`src/hdl/nvs_pkg.sv`:
```
/*
  Shared constants for the nonvolatile word store: map, command codes, frame
  fields, wiper codes and the code arithmetic of the halving and doubling steps.
  Assumes one clock domain and a 24-bit serial command frame.
*/
package nvs_pkg;
  localparam int WORD_W = 16;
  localparam int WIPER_W = 10;
  localparam int ADDR_W = 4;
  localparam int CMD_W = 4;
  localparam int FRAME_W = 24;
  localparam int WORDS = 16;
  localparam int CNT_W = 5;

  localparam int CMD_MSB = 23;
  localparam int CMD_LSB = 20;
  localparam int ADDR_MSB = 19;
  localparam int ADDR_LSB = 16;
  localparam int DATA_MSB = 15;
  localparam int SEL_BIT = 16;

  localparam logic [CNT_W-1:0] FRAME_BITS = 5'h18;
  localparam logic [CNT_W-1:0] CNT_ZERO = 5'h00;
  localparam logic [CNT_W-1:0] CNT_ONE = 5'h01;

  localparam logic [ADDR_W-1:0] ADDR_PRESET1 = 4'h0;
  localparam logic [ADDR_W-1:0] ADDR_PRESET2 = 4'h1;
  localparam logic [ADDR_W-1:0] ADDR_USER_FIRST = 4'h2;
  localparam logic [ADDR_W-1:0] ADDR_USER_SECOND = 4'h3;
  localparam logic [ADDR_W-1:0] ADDR_USER_LAST = 4'he;
  localparam logic [ADDR_W-1:0] ADDR_TOLERANCE = 4'hf;

  localparam logic [CMD_W-1:0] CMD_NOP = 4'h0;
  localparam logic [CMD_W-1:0] CMD_RESTORE = 4'h1;
  localparam logic [CMD_W-1:0] CMD_SAVE_WIPER = 4'h2;
  localparam logic [CMD_W-1:0] CMD_WRITE_STORE = 4'h3;
  localparam logic [CMD_W-1:0] CMD_HALVE = 4'h4;
  localparam logic [CMD_W-1:0] CMD_HALVE_ALL = 4'h5;
  localparam logic [CMD_W-1:0] CMD_RESTORE_ALL = 4'h8;
  localparam logic [CMD_W-1:0] CMD_READ_STORE = 4'h9;
  localparam logic [CMD_W-1:0] CMD_WRITE_WIPER = 4'hb;
  localparam logic [CMD_W-1:0] CMD_DOUBLE = 4'hc;
  localparam logic [CMD_W-1:0] CMD_DOUBLE_ALL = 4'hd;

  localparam logic [WIPER_W-1:0] WIPER_ZERO = 10'h000;
  localparam logic [WIPER_W-1:0] WIPER_ONE = 10'h001;
  localparam logic [WIPER_W-1:0] WIPER_MID = 10'h200;
  localparam logic [WIPER_W-1:0] WIPER_FULL = 10'h3ff;

  localparam logic [WORD_W-1:0] PRESET_RESET = 16'h0200;
  localparam logic [WORD_W-1:0] USER_RESET = 16'h0000;

  localparam int TOL_SIGN_BIT = 15;
  localparam int TOL_INT_W = 7;
  localparam int TOL_FRAC_W = 8;

  localparam int PIN_CS = 0;
  localparam int PIN_SCLK = 1;
  localparam int PIN_SDI = 2;
  localparam int PIN_PRESET = 3;
  localparam int PIN_COUNT = 4;
  localparam logic [PIN_COUNT-1:0] PIN_IDLE = 4'h9;

  typedef enum logic [0:0] {NVS_ST_BOOT = 1'b0, NVS_ST_RUN = 1'b1} nvs_state_t;

  function automatic logic [WIPER_W-1:0] nvs_halve(input logic [WIPER_W-1:0] code);
    nvs_halve = code >> 1;
  endfunction

  function automatic logic [WIPER_W-1:0] nvs_double(input logic [WIPER_W-1:0] code);
    if (code == WIPER_ZERO)
    begin
      nvs_double = WIPER_ONE;
    end
    else if (code >= WIPER_MID)
    begin
      nvs_double = WIPER_FULL;
    end
    else
    begin
      nvs_double = code << 1;
    end
  endfunction
endpackage

```
`src/hdl/nvs_store.sv`:
```
/*
  Sixteen-word store held in flip-flops, with one write port, one read port and
  both channel presets always visible. Assumes writes come from the command
  decoder on the same clock; the tolerance word is fixed at build time.
*/
`timescale 1ns/1ps
module nvs_store
  import nvs_pkg::*;
#(
  parameter logic TOL_SIGN = 1'b0,
  parameter logic [TOL_INT_W-1:0] TOL_INT = 7'h00,
  parameter logic [TOL_FRAC_W-1:0] TOL_FRAC = 8'h00
)
(
  input wire logic clk_in,
  input wire logic rst_b_in,
  input wire logic we_in,
  input wire logic [ADDR_W-1:0] waddr_in,
  input wire logic [WORD_W-1:0] wdata_in,
  input wire logic [ADDR_W-1:0] raddr_in,
  output logic [WORD_W-1:0] rdata_out,
  output logic [WORD_W-1:0] preset1_out,
  output logic [WORD_W-1:0] preset2_out
);
  // Sign, integer percent, fraction
  localparam logic [WORD_W-1:0] TOL_WORD = {TOL_SIGN, TOL_INT, TOL_FRAC};

  logic [WORD_W-1:0] mem [WORDS];
  logic [WORD_W-1:0] next_mem [WORDS];

  always_comb
  begin
    next_mem = mem;
    // Factory word cannot be overwritten
    if (we_in && (waddr_in != ADDR_TOLERANCE))
    begin
      next_mem[waddr_in] = wdata_in;
    end
  end

  always_ff @(posedge clk_in or negedge rst_b_in)
  begin
    if (!rst_b_in)
    begin
      for (int i = 0; i < WORDS; i++)
      begin
        if (i == int'(ADDR_PRESET1) || i == int'(ADDR_PRESET2))
        begin
          mem[i] <= PRESET_RESET;
        end
        else if (i == int'(ADDR_TOLERANCE))
        begin
          mem[i] <= TOL_WORD;
        end
        else
        begin
          mem[i] <= USER_RESET;
        end
      end
    end
    else
    begin
      mem <= next_mem;
    end
  end

  assign rdata_out = mem[raddr_in];
  assign preset1_out = mem[ADDR_PRESET1];
  assign preset2_out = mem[ADDR_PRESET2];
endmodule

```
`src/hdl/nvs_top.sv`:
```
/*
  Serial-command front end of the dual-channel wiper device: pin sampling,
  24-bit frame capture, command execution, wiper registers and read-back.
  Assumes a mode-0 host (sample on rising serial clock) much slower than CLK_IN.
*/
`timescale 1ns/1ps
module nvs_top
  import nvs_pkg::*;
(
  input wire logic CLK_IN,
  input wire logic RST_B_IN,
  input wire logic SPI_CS_B_IN,
  input wire logic SPI_SCLK_IN,
  input wire logic SPI_SDI_IN,
  input wire logic PRESET_PIN_B_IN,
  output logic SPI_SDO_OUT,
  output logic SPI_SDO_OE_OUT,
  output logic [WIPER_W-1:0] WIPER1_OUT,
  output logic [WIPER_W-1:0] WIPER2_OUT,
  output logic READ_POWER_OUT
);
  logic [PIN_COUNT-1:0] raw, s1, s2, s3, flt, flt_d, next_flt;
  nvs_state_t state, next_state;
  logic [FRAME_W-1:0] rx, next_rx, sdo_shift, next_sdo_shift;
  logic [CNT_W-1:0] cnt, next_cnt;
  logic [WIPER_W-1:0] wiper1, next_wiper1, wiper2, next_wiper2;
  logic read_power, next_read_power;
  logic cs_low, cs_rise, cs_fall, sclk_rise, sclk_fall, pin_fall, pin_rise, exec;
  logic [CMD_W-1:0] cmd;
  logic [ADDR_W-1:0] addr;
  logic [WORD_W-1:0] data;
  logic st_we;
  logic [WORD_W-1:0] rd_data, preset1, preset2;
  logic [WIPER_W-1:0] preset1_code, preset2_code;

  // Three stages; a level is accepted only when stages two and three agree
  assign raw = {PRESET_PIN_B_IN, SPI_SDI_IN, SPI_SCLK_IN, SPI_CS_B_IN};

  always_comb
  begin
    next_flt = (~(s2 ^ s3) & s2) | ((s2 ^ s3) & flt);
  end

  always_ff @(posedge CLK_IN or negedge RST_B_IN)
  begin
    if (!RST_B_IN)
    begin
      s1 <= PIN_IDLE;
      s2 <= PIN_IDLE;
      s3 <= PIN_IDLE;
      flt <= PIN_IDLE;
      flt_d <= PIN_IDLE;
    end
    else
    begin
      s1 <= raw;
      s2 <= s1;
      s3 <= s2;
      flt <= next_flt;
      flt_d <= flt;
    end
  end

  assign cs_low = ~flt[PIN_CS];
  assign cs_rise = flt[PIN_CS] & ~flt_d[PIN_CS];
  assign cs_fall = ~flt[PIN_CS] & flt_d[PIN_CS];
  assign sclk_rise = flt[PIN_SCLK] & ~flt_d[PIN_SCLK];
  assign sclk_fall = ~flt[PIN_SCLK] & flt_d[PIN_SCLK];
  assign pin_fall = ~flt[PIN_PRESET] & flt_d[PIN_PRESET];
  assign pin_rise = flt[PIN_PRESET] & ~flt_d[PIN_PRESET];

  assign cmd = rx[CMD_MSB:CMD_LSB];
  assign addr = rx[ADDR_MSB:ADDR_LSB];
  assign data = rx[DATA_MSB:0];
  // Short frames are dropped; longer ones keep the last 24 bits for chaining
  assign exec = cs_rise && (cnt == FRAME_BITS) && (state == NVS_ST_RUN);
  assign preset1_code = preset1[WIPER_W-1:0];
  assign preset2_code = preset2[WIPER_W-1:0];

  nvs_store u_store (
    .clk_in(CLK_IN),
    .rst_b_in(RST_B_IN),
    .we_in(st_we),
    .waddr_in(addr),
    .wdata_in((cmd == CMD_SAVE_WIPER) ? {{(WORD_W-WIPER_W){1'b0}},
               (addr == ADDR_PRESET1) ? wiper1 : wiper2} : data),
    .raddr_in(addr),
    .rdata_out(rd_data),
    .preset1_out(preset1),
    .preset2_out(preset2)
  );

  always_comb
  begin
    next_state = state;
    next_rx = rx;
    next_cnt = cnt;
    next_sdo_shift = sdo_shift;
    next_wiper1 = wiper1;
    next_wiper2 = wiper2;
    next_read_power = read_power;
    st_we = 1'b0;
    if (cs_fall)
    begin
      next_cnt = CNT_ZERO;
    end
    else if (cs_low && sclk_rise)
    begin
      next_rx = {rx[FRAME_W-2:0], flt[PIN_SDI]};
      if (cnt != FRAME_BITS)
      begin
        next_cnt = cnt + CNT_ONE;
      end
    end
    if (cs_low && sclk_fall)
    begin
      next_sdo_shift = {sdo_shift[FRAME_W-2:0], 1'b0};
    end
    case (state)
      NVS_ST_BOOT:
      begin
        next_wiper1 = preset1_code;
        next_wiper2 = preset2_code;
        next_state = NVS_ST_RUN;
      end
      NVS_ST_RUN:
      begin
        if (cs_rise)
        begin
          // Otherwise pass the frame on toward the next chained device
          next_sdo_shift = rx;
        end
        if (exec)
        begin
          case (cmd)
            CMD_NOP:
            begin
              next_read_power = 1'b0;
            end
            CMD_RESTORE:
            begin
              next_read_power = 1'b1;
              if (rx[SEL_BIT])
              begin
                next_wiper2 = preset2_code;
              end
              else
              begin
                next_wiper1 = preset1_code;
              end
            end
            CMD_RESTORE_ALL:
            begin
              next_wiper1 = preset1_code;
              next_wiper2 = preset2_code;
            end
            CMD_SAVE_WIPER:
            begin
              st_we = (addr == ADDR_PRESET1) || (addr == ADDR_PRESET2);
            end
            CMD_WRITE_STORE:
            begin
              st_we = 1'b1;
            end
            CMD_READ_STORE:
            begin
              next_sdo_shift = {cmd, addr, rd_data};
            end
            CMD_WRITE_WIPER:
            begin
              if (rx[SEL_BIT])
              begin
                next_wiper2 = data[WIPER_W-1:0];
              end
              else
              begin
                next_wiper1 = data[WIPER_W-1:0];
              end
            end
            CMD_HALVE, CMD_HALVE_ALL:
            begin
              // Odd codes lose their low bit; only even codes step exactly
              if (cmd == CMD_HALVE_ALL || !rx[SEL_BIT])
              begin
                next_wiper1 = nvs_halve(wiper1);
              end
              if (cmd == CMD_HALVE_ALL || rx[SEL_BIT])
              begin
                next_wiper2 = nvs_halve(wiper2);
              end
            end
            CMD_DOUBLE, CMD_DOUBLE_ALL:
            begin
              if (cmd == CMD_DOUBLE_ALL || !rx[SEL_BIT])
              begin
                next_wiper1 = nvs_double(wiper1);
              end
              if (cmd == CMD_DOUBLE_ALL || rx[SEL_BIT])
              begin
                next_wiper2 = nvs_double(wiper2);
              end
            end
            default:
            begin
              next_read_power = read_power;
            end
          endcase
        end
        // The pin overrides the wiper result of any command finishing in the same cycle
        if (pin_fall)
        begin
          next_wiper1 = WIPER_MID;
          next_wiper2 = WIPER_MID;
        end
        else if (pin_rise)
        begin
          next_wiper1 = preset1_code;
          next_wiper2 = preset2_code;
        end
      end
      default:
      begin
        next_state = NVS_ST_BOOT;
      end
    endcase
  end

  always_ff @(posedge CLK_IN or negedge RST_B_IN)
  begin
    if (!RST_B_IN)
    begin
      state <= NVS_ST_BOOT;
      rx <= '0;
      cnt <= CNT_ZERO;
      sdo_shift <= '0;
      wiper1 <= WIPER_MID;
      wiper2 <= WIPER_MID;
      read_power <= 1'b0;
    end
    else
    begin
      state <= next_state;
      rx <= next_rx;
      cnt <= next_cnt;
      sdo_shift <= next_sdo_shift;
      wiper1 <= next_wiper1;
      wiper2 <= next_wiper2;
      read_power <= next_read_power;
    end
  end

  // Open drain: only ever pulls low, and only while selected
  assign SPI_SDO_OUT = 1'b0;
  assign SPI_SDO_OE_OUT = cs_low & ~sdo_shift[FRAME_W-1];
  assign WIPER1_OUT = wiper1;
  assign WIPER2_OUT = wiper2;
  assign READ_POWER_OUT = read_power;
endmodule

```
`config.mk`:
```
export PLATFORM = sky130hd
export DESIGN_NAME = nvs_top
export DESIGN_NICKNAME = d
export VERILOG_FILES = /design/src/hdl/nvs_pkg.sv /design/src/hdl/nvs_store.sv /design/src/hdl/nvs_top.sv
export SDC_FILE = /design/constraint.sdc
export NUM_CORES = 1
export LEC_CHECK = 0
export ABC_CLOCK_PERIOD_IN_PS = 2900
export BUFFER_PORTS_ARGS = -buffer_cell sky130_fd_sc_hd__buf_2
export CAP_MARGIN = 30
export CELL_PAD_IN_SITES_DETAIL_PLACEMENT = 0
export CELL_PAD_IN_SITES_GLOBAL_PLACEMENT = 1
export CORE_MARGIN = 8
export CORE_UTILIZATION = 48
export CTS_CLUSTER_DIAMETER = 30
export DETAILED_ROUTE_END_ITERATION = 12
export PLACE_DENSITY = 0.79
export SYNTH_ARGS = -nofsm -noshare
export SYNTH_HDL_FRONTEND = slang
export SYNTH_SLANG_ARGS = --single-unit
```
`constraint.sdc`:
```
create_clock -name CLK_IN -period 2.9 [get_ports CLK_IN]
set_clock_uncertainty 0.2 [all_clocks]
set_input_delay 0.435 -clock CLK_IN [delete_from_list [all_inputs] [get_ports CLK_IN]]
set_output_delay 0.435 -clock CLK_IN [all_outputs]
set_load 0.01 [all_outputs]
```
Yosys cells after proc, flatten, opt, wreduce, memory -nomap -nowiden
Index checks and enable logic that the tools add are counted.
{"block": "word_totals", "ff_bits": 351, "in_bits": 6}
{"block": "classes", "addsub": 1, "n_lt_le_gt_ge": 4, "eq_ne": 24, "muxes": 42, "n_bitwise": 22, "reduce_logical": 26}
{"op": "bitwise mux 256 bit", "count": 1}
{"op": "2-to-1 mux 10 bit", "count": 19}
{"op": "2-to-1 mux 24 bit", "count": 5}
{"op": "case mux 10 bit (5 select lines)", "count": 2}
{"op": "binary-select mux 16 bit (select 4 bit)", "count": 1}
{"op": "demux 16 bit (select 4 bit)", "count": 1}
{"op": "2-to-1 mux 16 bit", "count": 4}
{"op": "inequality test 5 bit (second input constant)", "count": 9}
{"op": "case mux 10 bit (2 select lines)", "count": 2}
{"op": "equality test 4 bit (second input constant)", "count": 5}
{"op": ">= comparator 10 bit (second input constant)", "count": 2}
{"op": "logical NOT 10 bit", "count": 2}
{"op": "2-to-1 mux 5 bit", "count": 3}
{"op": "AND reduction 6 bit", "count": 2}
{"op": "NOT 1 bit", "count": 9}
{"op": "bitwise AND 4 bit", "count": 2}
{"op": "equality test 4 x 1 -> 1 bit (second input constant)", "count": 2}
{"op": "equality test 4 x 2 -> 1 bit (second input constant)", "count": 2}
{"op": "equality test 4 x 3 -> 1 bit (second input constant)", "count": 2}
{"op": "logical NOT 4 bit", "count": 2}
{"op": "inequality test 8 x 1 -> 1 bit (second input constant)", "count": 1}
{"op": "bitwise AND 1 bit", "count": 7}
{"op": "logical AND 1 bit", "count": 6}
{"op": "nonzero test 2 bit", "count": 3}
{"op": "other kinds (17)", "count": 25}

Longest topological paths before layout
{"block": "logic_depth", "ltp_word": 9, "ltp_mapped": 10}

Cells and area by module
From an unflattened synthesis, not the netlist that was laid out.
{"block": "unflattened", "cells_unflattened": 1227, "area_unflattened_um2": 16653.5}
{"mod": "nvs_store", "instances": 1, "cells_each": 743, "area_each_um2": 11664.9, "seq_area_each_um2": 6408.6}
{"mod": "nvs_top", "instances": 1, "cells_each": 484, "area_each_um2": 4988.5, "seq_area_each_um2": 2367.3}

Worst setup path after synthesis
Ideal clock, no wire load.
{"block": "synth_path", "path_kind": "register -> register", "start": "register (tool-made name)", "end": "register wiper1[0] (netlist: WIPER1_OUT[0])", "setup_time_ns": 0.125, "arrival_ns": 2.401, "required_time_ns": 2.575, "slack_ns": 0.174, "stages_incl_launch_ff": 9, "cell_sequence": "dfstp_2 inv_1 ha_1 or3b_2 clkbuf_1 o32ai_1 nand2_1 o21ai_2 mux2_2"}
{"element": "to (signal assigned)", "line": "nvs_top.sv:246", "rtl": "wiper1 <= next_wiper1;"}
{"element": "to (decl)", "line": "nvs_top.sv:26", "rtl": "logic [WIPER_W-1:0] wiper1, next_wiper1, wiper2, next_wiper2;"}

==> key figures <==
Status
  – Status: finished clean

Placement
  – DP Wirelength: 27.3 mm
  – Placed cell area: 0.0181 mm^2
  – IO buf count: 27
  – Placer Congestion: 0.876

Synthesis
  – Yosys warning count: 0
  – Top FF cell, synth: dfrtp_1
  – Mapped Area: 0.0170 mm^2
  – Sequential area share after synthesis: 0.517
  – Syn nets: 1274
  – Post-Syn Area per Cell: 13.4 um^2
  – Async set or reset register ratio after synthesis: 1.00
  – Distinct cells, synth: 66
  – Post-synth EDFFs: 0
  – Cells after Synth: 1264
  – #FFs+latches synth: 350

GRT
  – First-pass GRT wire length: around 70 mm
  – Gr usage total: 0.214
  – Overflow after GRT: 0
  – Initial antenna violation count: 0
  – Gr busiest metal: met2
  – Met1 Track Usage GR: 0.292
  – M2 GR Usage: 0.333
  – Vias in the first global route: about 12000
  – GR Util met3: 0.0483
  – Largest net degree at the start of global routing: 61

Layout
  – Footprint of the multi-input gates: approximately 0.0076 mm^2
  – Layout area overhead: 22.8%
  – Nets: 1362
  – Finished Cell Area: about 0.021 mm^2
  – Ratio of cells with drive above 1 in the final layout: 0.438
  – Sequential Area: a little under 0.009 mm^2
  – Number of fill cells: 2716
  – Antenna cell count: 0
  – Commonest non-fill, non-tap cell in the layout: dfrtp_1
  – Commonest cells after routing, fill and taps aside: dfrtp_1, mux2_2, buf_4, mux2i_1, clkbuf_16

Critical path
  – R2R depth: 7
  – Crit path DAT: 3050 ps
  – End of the worst register-to-register path: WIPER1_OUT[0]
  – Worst setup EP type: register
  – Crit start category: register
  – Worst Path Required: 3160 ps
  – FF-to-FF setup slack: 120 ps
  – Critical setup path kind: register to register
  – Max FO, Critical Path: 10

Pwr
  – Max VDD drop: 526 uV
  – Leak Pwr: 9.60 nW
  – Cell area power density: 719 mW/mm^2

Floorplan
  – Die Span X: a little over 200 um
  – IO Pins: 29
  – Die area: 0.0416 mm^2
  – Die Y: ~200 um
  – Site Rows: 69
  – Core Region: 0.0352 mm^2
  – Initial Utilization: 0.482

Timing
  – Max transition margin: 0.324
  – Tmin final: 2780 ps
  – Worst-Margin Slew: 1010 ps
  – Setup repair after global routing missed its margin: no
  – F_max: ~360 MHz
  – Slew Viols, Final: 0
  – Final Hold Vio Count: 0
  – Final setup viols: 0
  – Final setup TNS: 0 ps
  – Final Cycle Share: 0.960

Clocking
  – Clk sinks: 350
  – H-tree depth: 3
  – Clk slew on worst S/H paths: about 40 ps
  – Clock Latency Late Sink: 590 ps
  – CTS Buffer Depth: 3
  – CTS tree: done
  – Num CTS Buffers: 77
  – Postcts setup bufs: 0
  – Root Buffer: clkbuf_16

Routing
  – Routed Antenna Nets: 0
  – Pre-antenna DRT Iters: 4
  – Wire per inst: approximately 23 um
  – Vias: around 11000
  – Routed vias/inst: 5.93
  – Iter 0 DRT Violations: 808
  – Drt total wl: 43.6 mm
  – DRC viols: 0

Worst hold path
  – Worst min path class: register to register
  – Hold endpoint: s2[2]
  – Hold_sp: s1[2]
  – Hold Path Depth: 0

Job
  – Max cap viols: 0
[per-stage QoR]
step	cells	setup slack [ps]	util	hold WS, ps	power, W
global placement	1715	185	0.511	143	0.00606
finish	1875	116	0.591	146	0.0150
CTS	1870	125	0.590	151	0.0151
global route	1875	0.836	0.591	152	0.0155
detailed placement	1724	137	0.513	137	0.00614
floorplan	1264	174	-	-60.6	0.00574
[worst max path at each step]
| stage | slack [ps] | depth (start not counted) | endpoint |
|---|---|---|---|
| floorplan | 170 | 8 | WIPER1_OUT[0] |
| global placement | 180 | 7 | WIPER1_OUT[0] |
| detailed placement | 140 | 7 | WIPER1_OUT[0] |
| CTS | 120 | 7 | WIPER1_OUT[0] |
| global route | 0.8 | 7 | WIPER1_OUT[0] |
| finish | 120 | 7 | WIPER1_OUT[0] |
[kinds of logic (layout without fill, tap and decap cells)]
family | count (synthesis) | after routing | synth area share
compound gates | 217 | 217 | 0.0859
xor+xnor | 5 | 5 | 0.00258
fa+ha+maj | 8 | 8 | 0.00531
buf+inv | 134 | 284 | 0.0369
flops | 350 | 350 | 0.517
mux | 409 | 409 | 0.302
other cells | 2 | 2 | 0.000443
simple gates | 139 | 139 | 0.0496
[cell type report]
cell class	count	share of cell area
inverter	11	0.00198
timing repair buffer	132	0.0562
sequential	350	0.421
clock buffer	101	0.103
multi-input combinational	780	0.364
clock inverter	40	0.0262
tap	461	0.0277
[registers in the layout, summed over array words and instances, names as in the netlist, named ones only]
signal / count
READ_POWER_OUT: 1
s3: 4
u_store.mem: 224
WIPER2_OUT: 10
sdo_shift: 24
WIPER1_OUT: 10
u_store.preset1_out: 16
rx: 24
u_store.preset2_out: 16
s2: 4
s1: 4
cnt: 5
state: 1
flt_d: 3
[worst max-delay path: stages (launching register included)]
cell     delay (ps)
dfstp_2         540
inv_1            50
ha_1            240
or3b_2          520
o32ai_1         350
nand2_1         120
o21ai_2         240
mux2_2          400
[report_power, final]
group,total [W],switching (W),internal [W]
logic,0.000875,0.000545,0.000330
registers,0.00521,0.000178,0.00504
clock network,0.00890,0.00280,0.00609
total,0.0150,0.00352,0.0115
[Yosys cell counts (all sizes together) (2+ instances only)]
cell type,number,area share
mux2i,81,0.048
dfstp,14,0.022
conb,2,0.00044
maj3,4,0.0024
o21a,10,0.0044
nand2,27,0.0060
nor3,6,0.0038
or3b,3,0.0015
ha,4,0.0030
a21oi,32,0.0094
a221oi,5,0.0026
a22oi,7,0.0031
nor2,36,0.011
nand4,3,0.0011
mux2,280,0.19
and3b,2,0.0010
nand4b,2,0.0010
mux4,48,0.064
a221o,2,0.0012
clkbuf,54,0.012
o31ai,6,0.0027
a31oi,10,0.0037
dfrtp,336,0.50
o22ai,18,0.0066
and2,6,0.0022
nor3b,5,0.0025
o21ai,53,0.016
xor2,4,0.0021
nor4,4,0.0018
buf,69,0.022
a211oi,33,0.015
o221ai,17,0.0088
o32a,2,0.0012
inv,11,0.0024
nand2b,5,0.0018
a22o,16,0.0083
nor2b,26,0.0096
or4,7,0.0031
[routing by layer]
metal / vias to the layer above / part of all wire
li1: 4900 / -
met1: 5852 / 0.45
met2: 295 / 0.48
met3: 71 / 0.051
met4: 0 / 0.024
met5: - / 0
[timing repair]
action | CTS | global route
hold endpoints to repair | 58 | 0
hold buffers | 5 | 0
gates resized for setup | 0 | 0
Note: power is estimated with default switching activity, not from simulation.
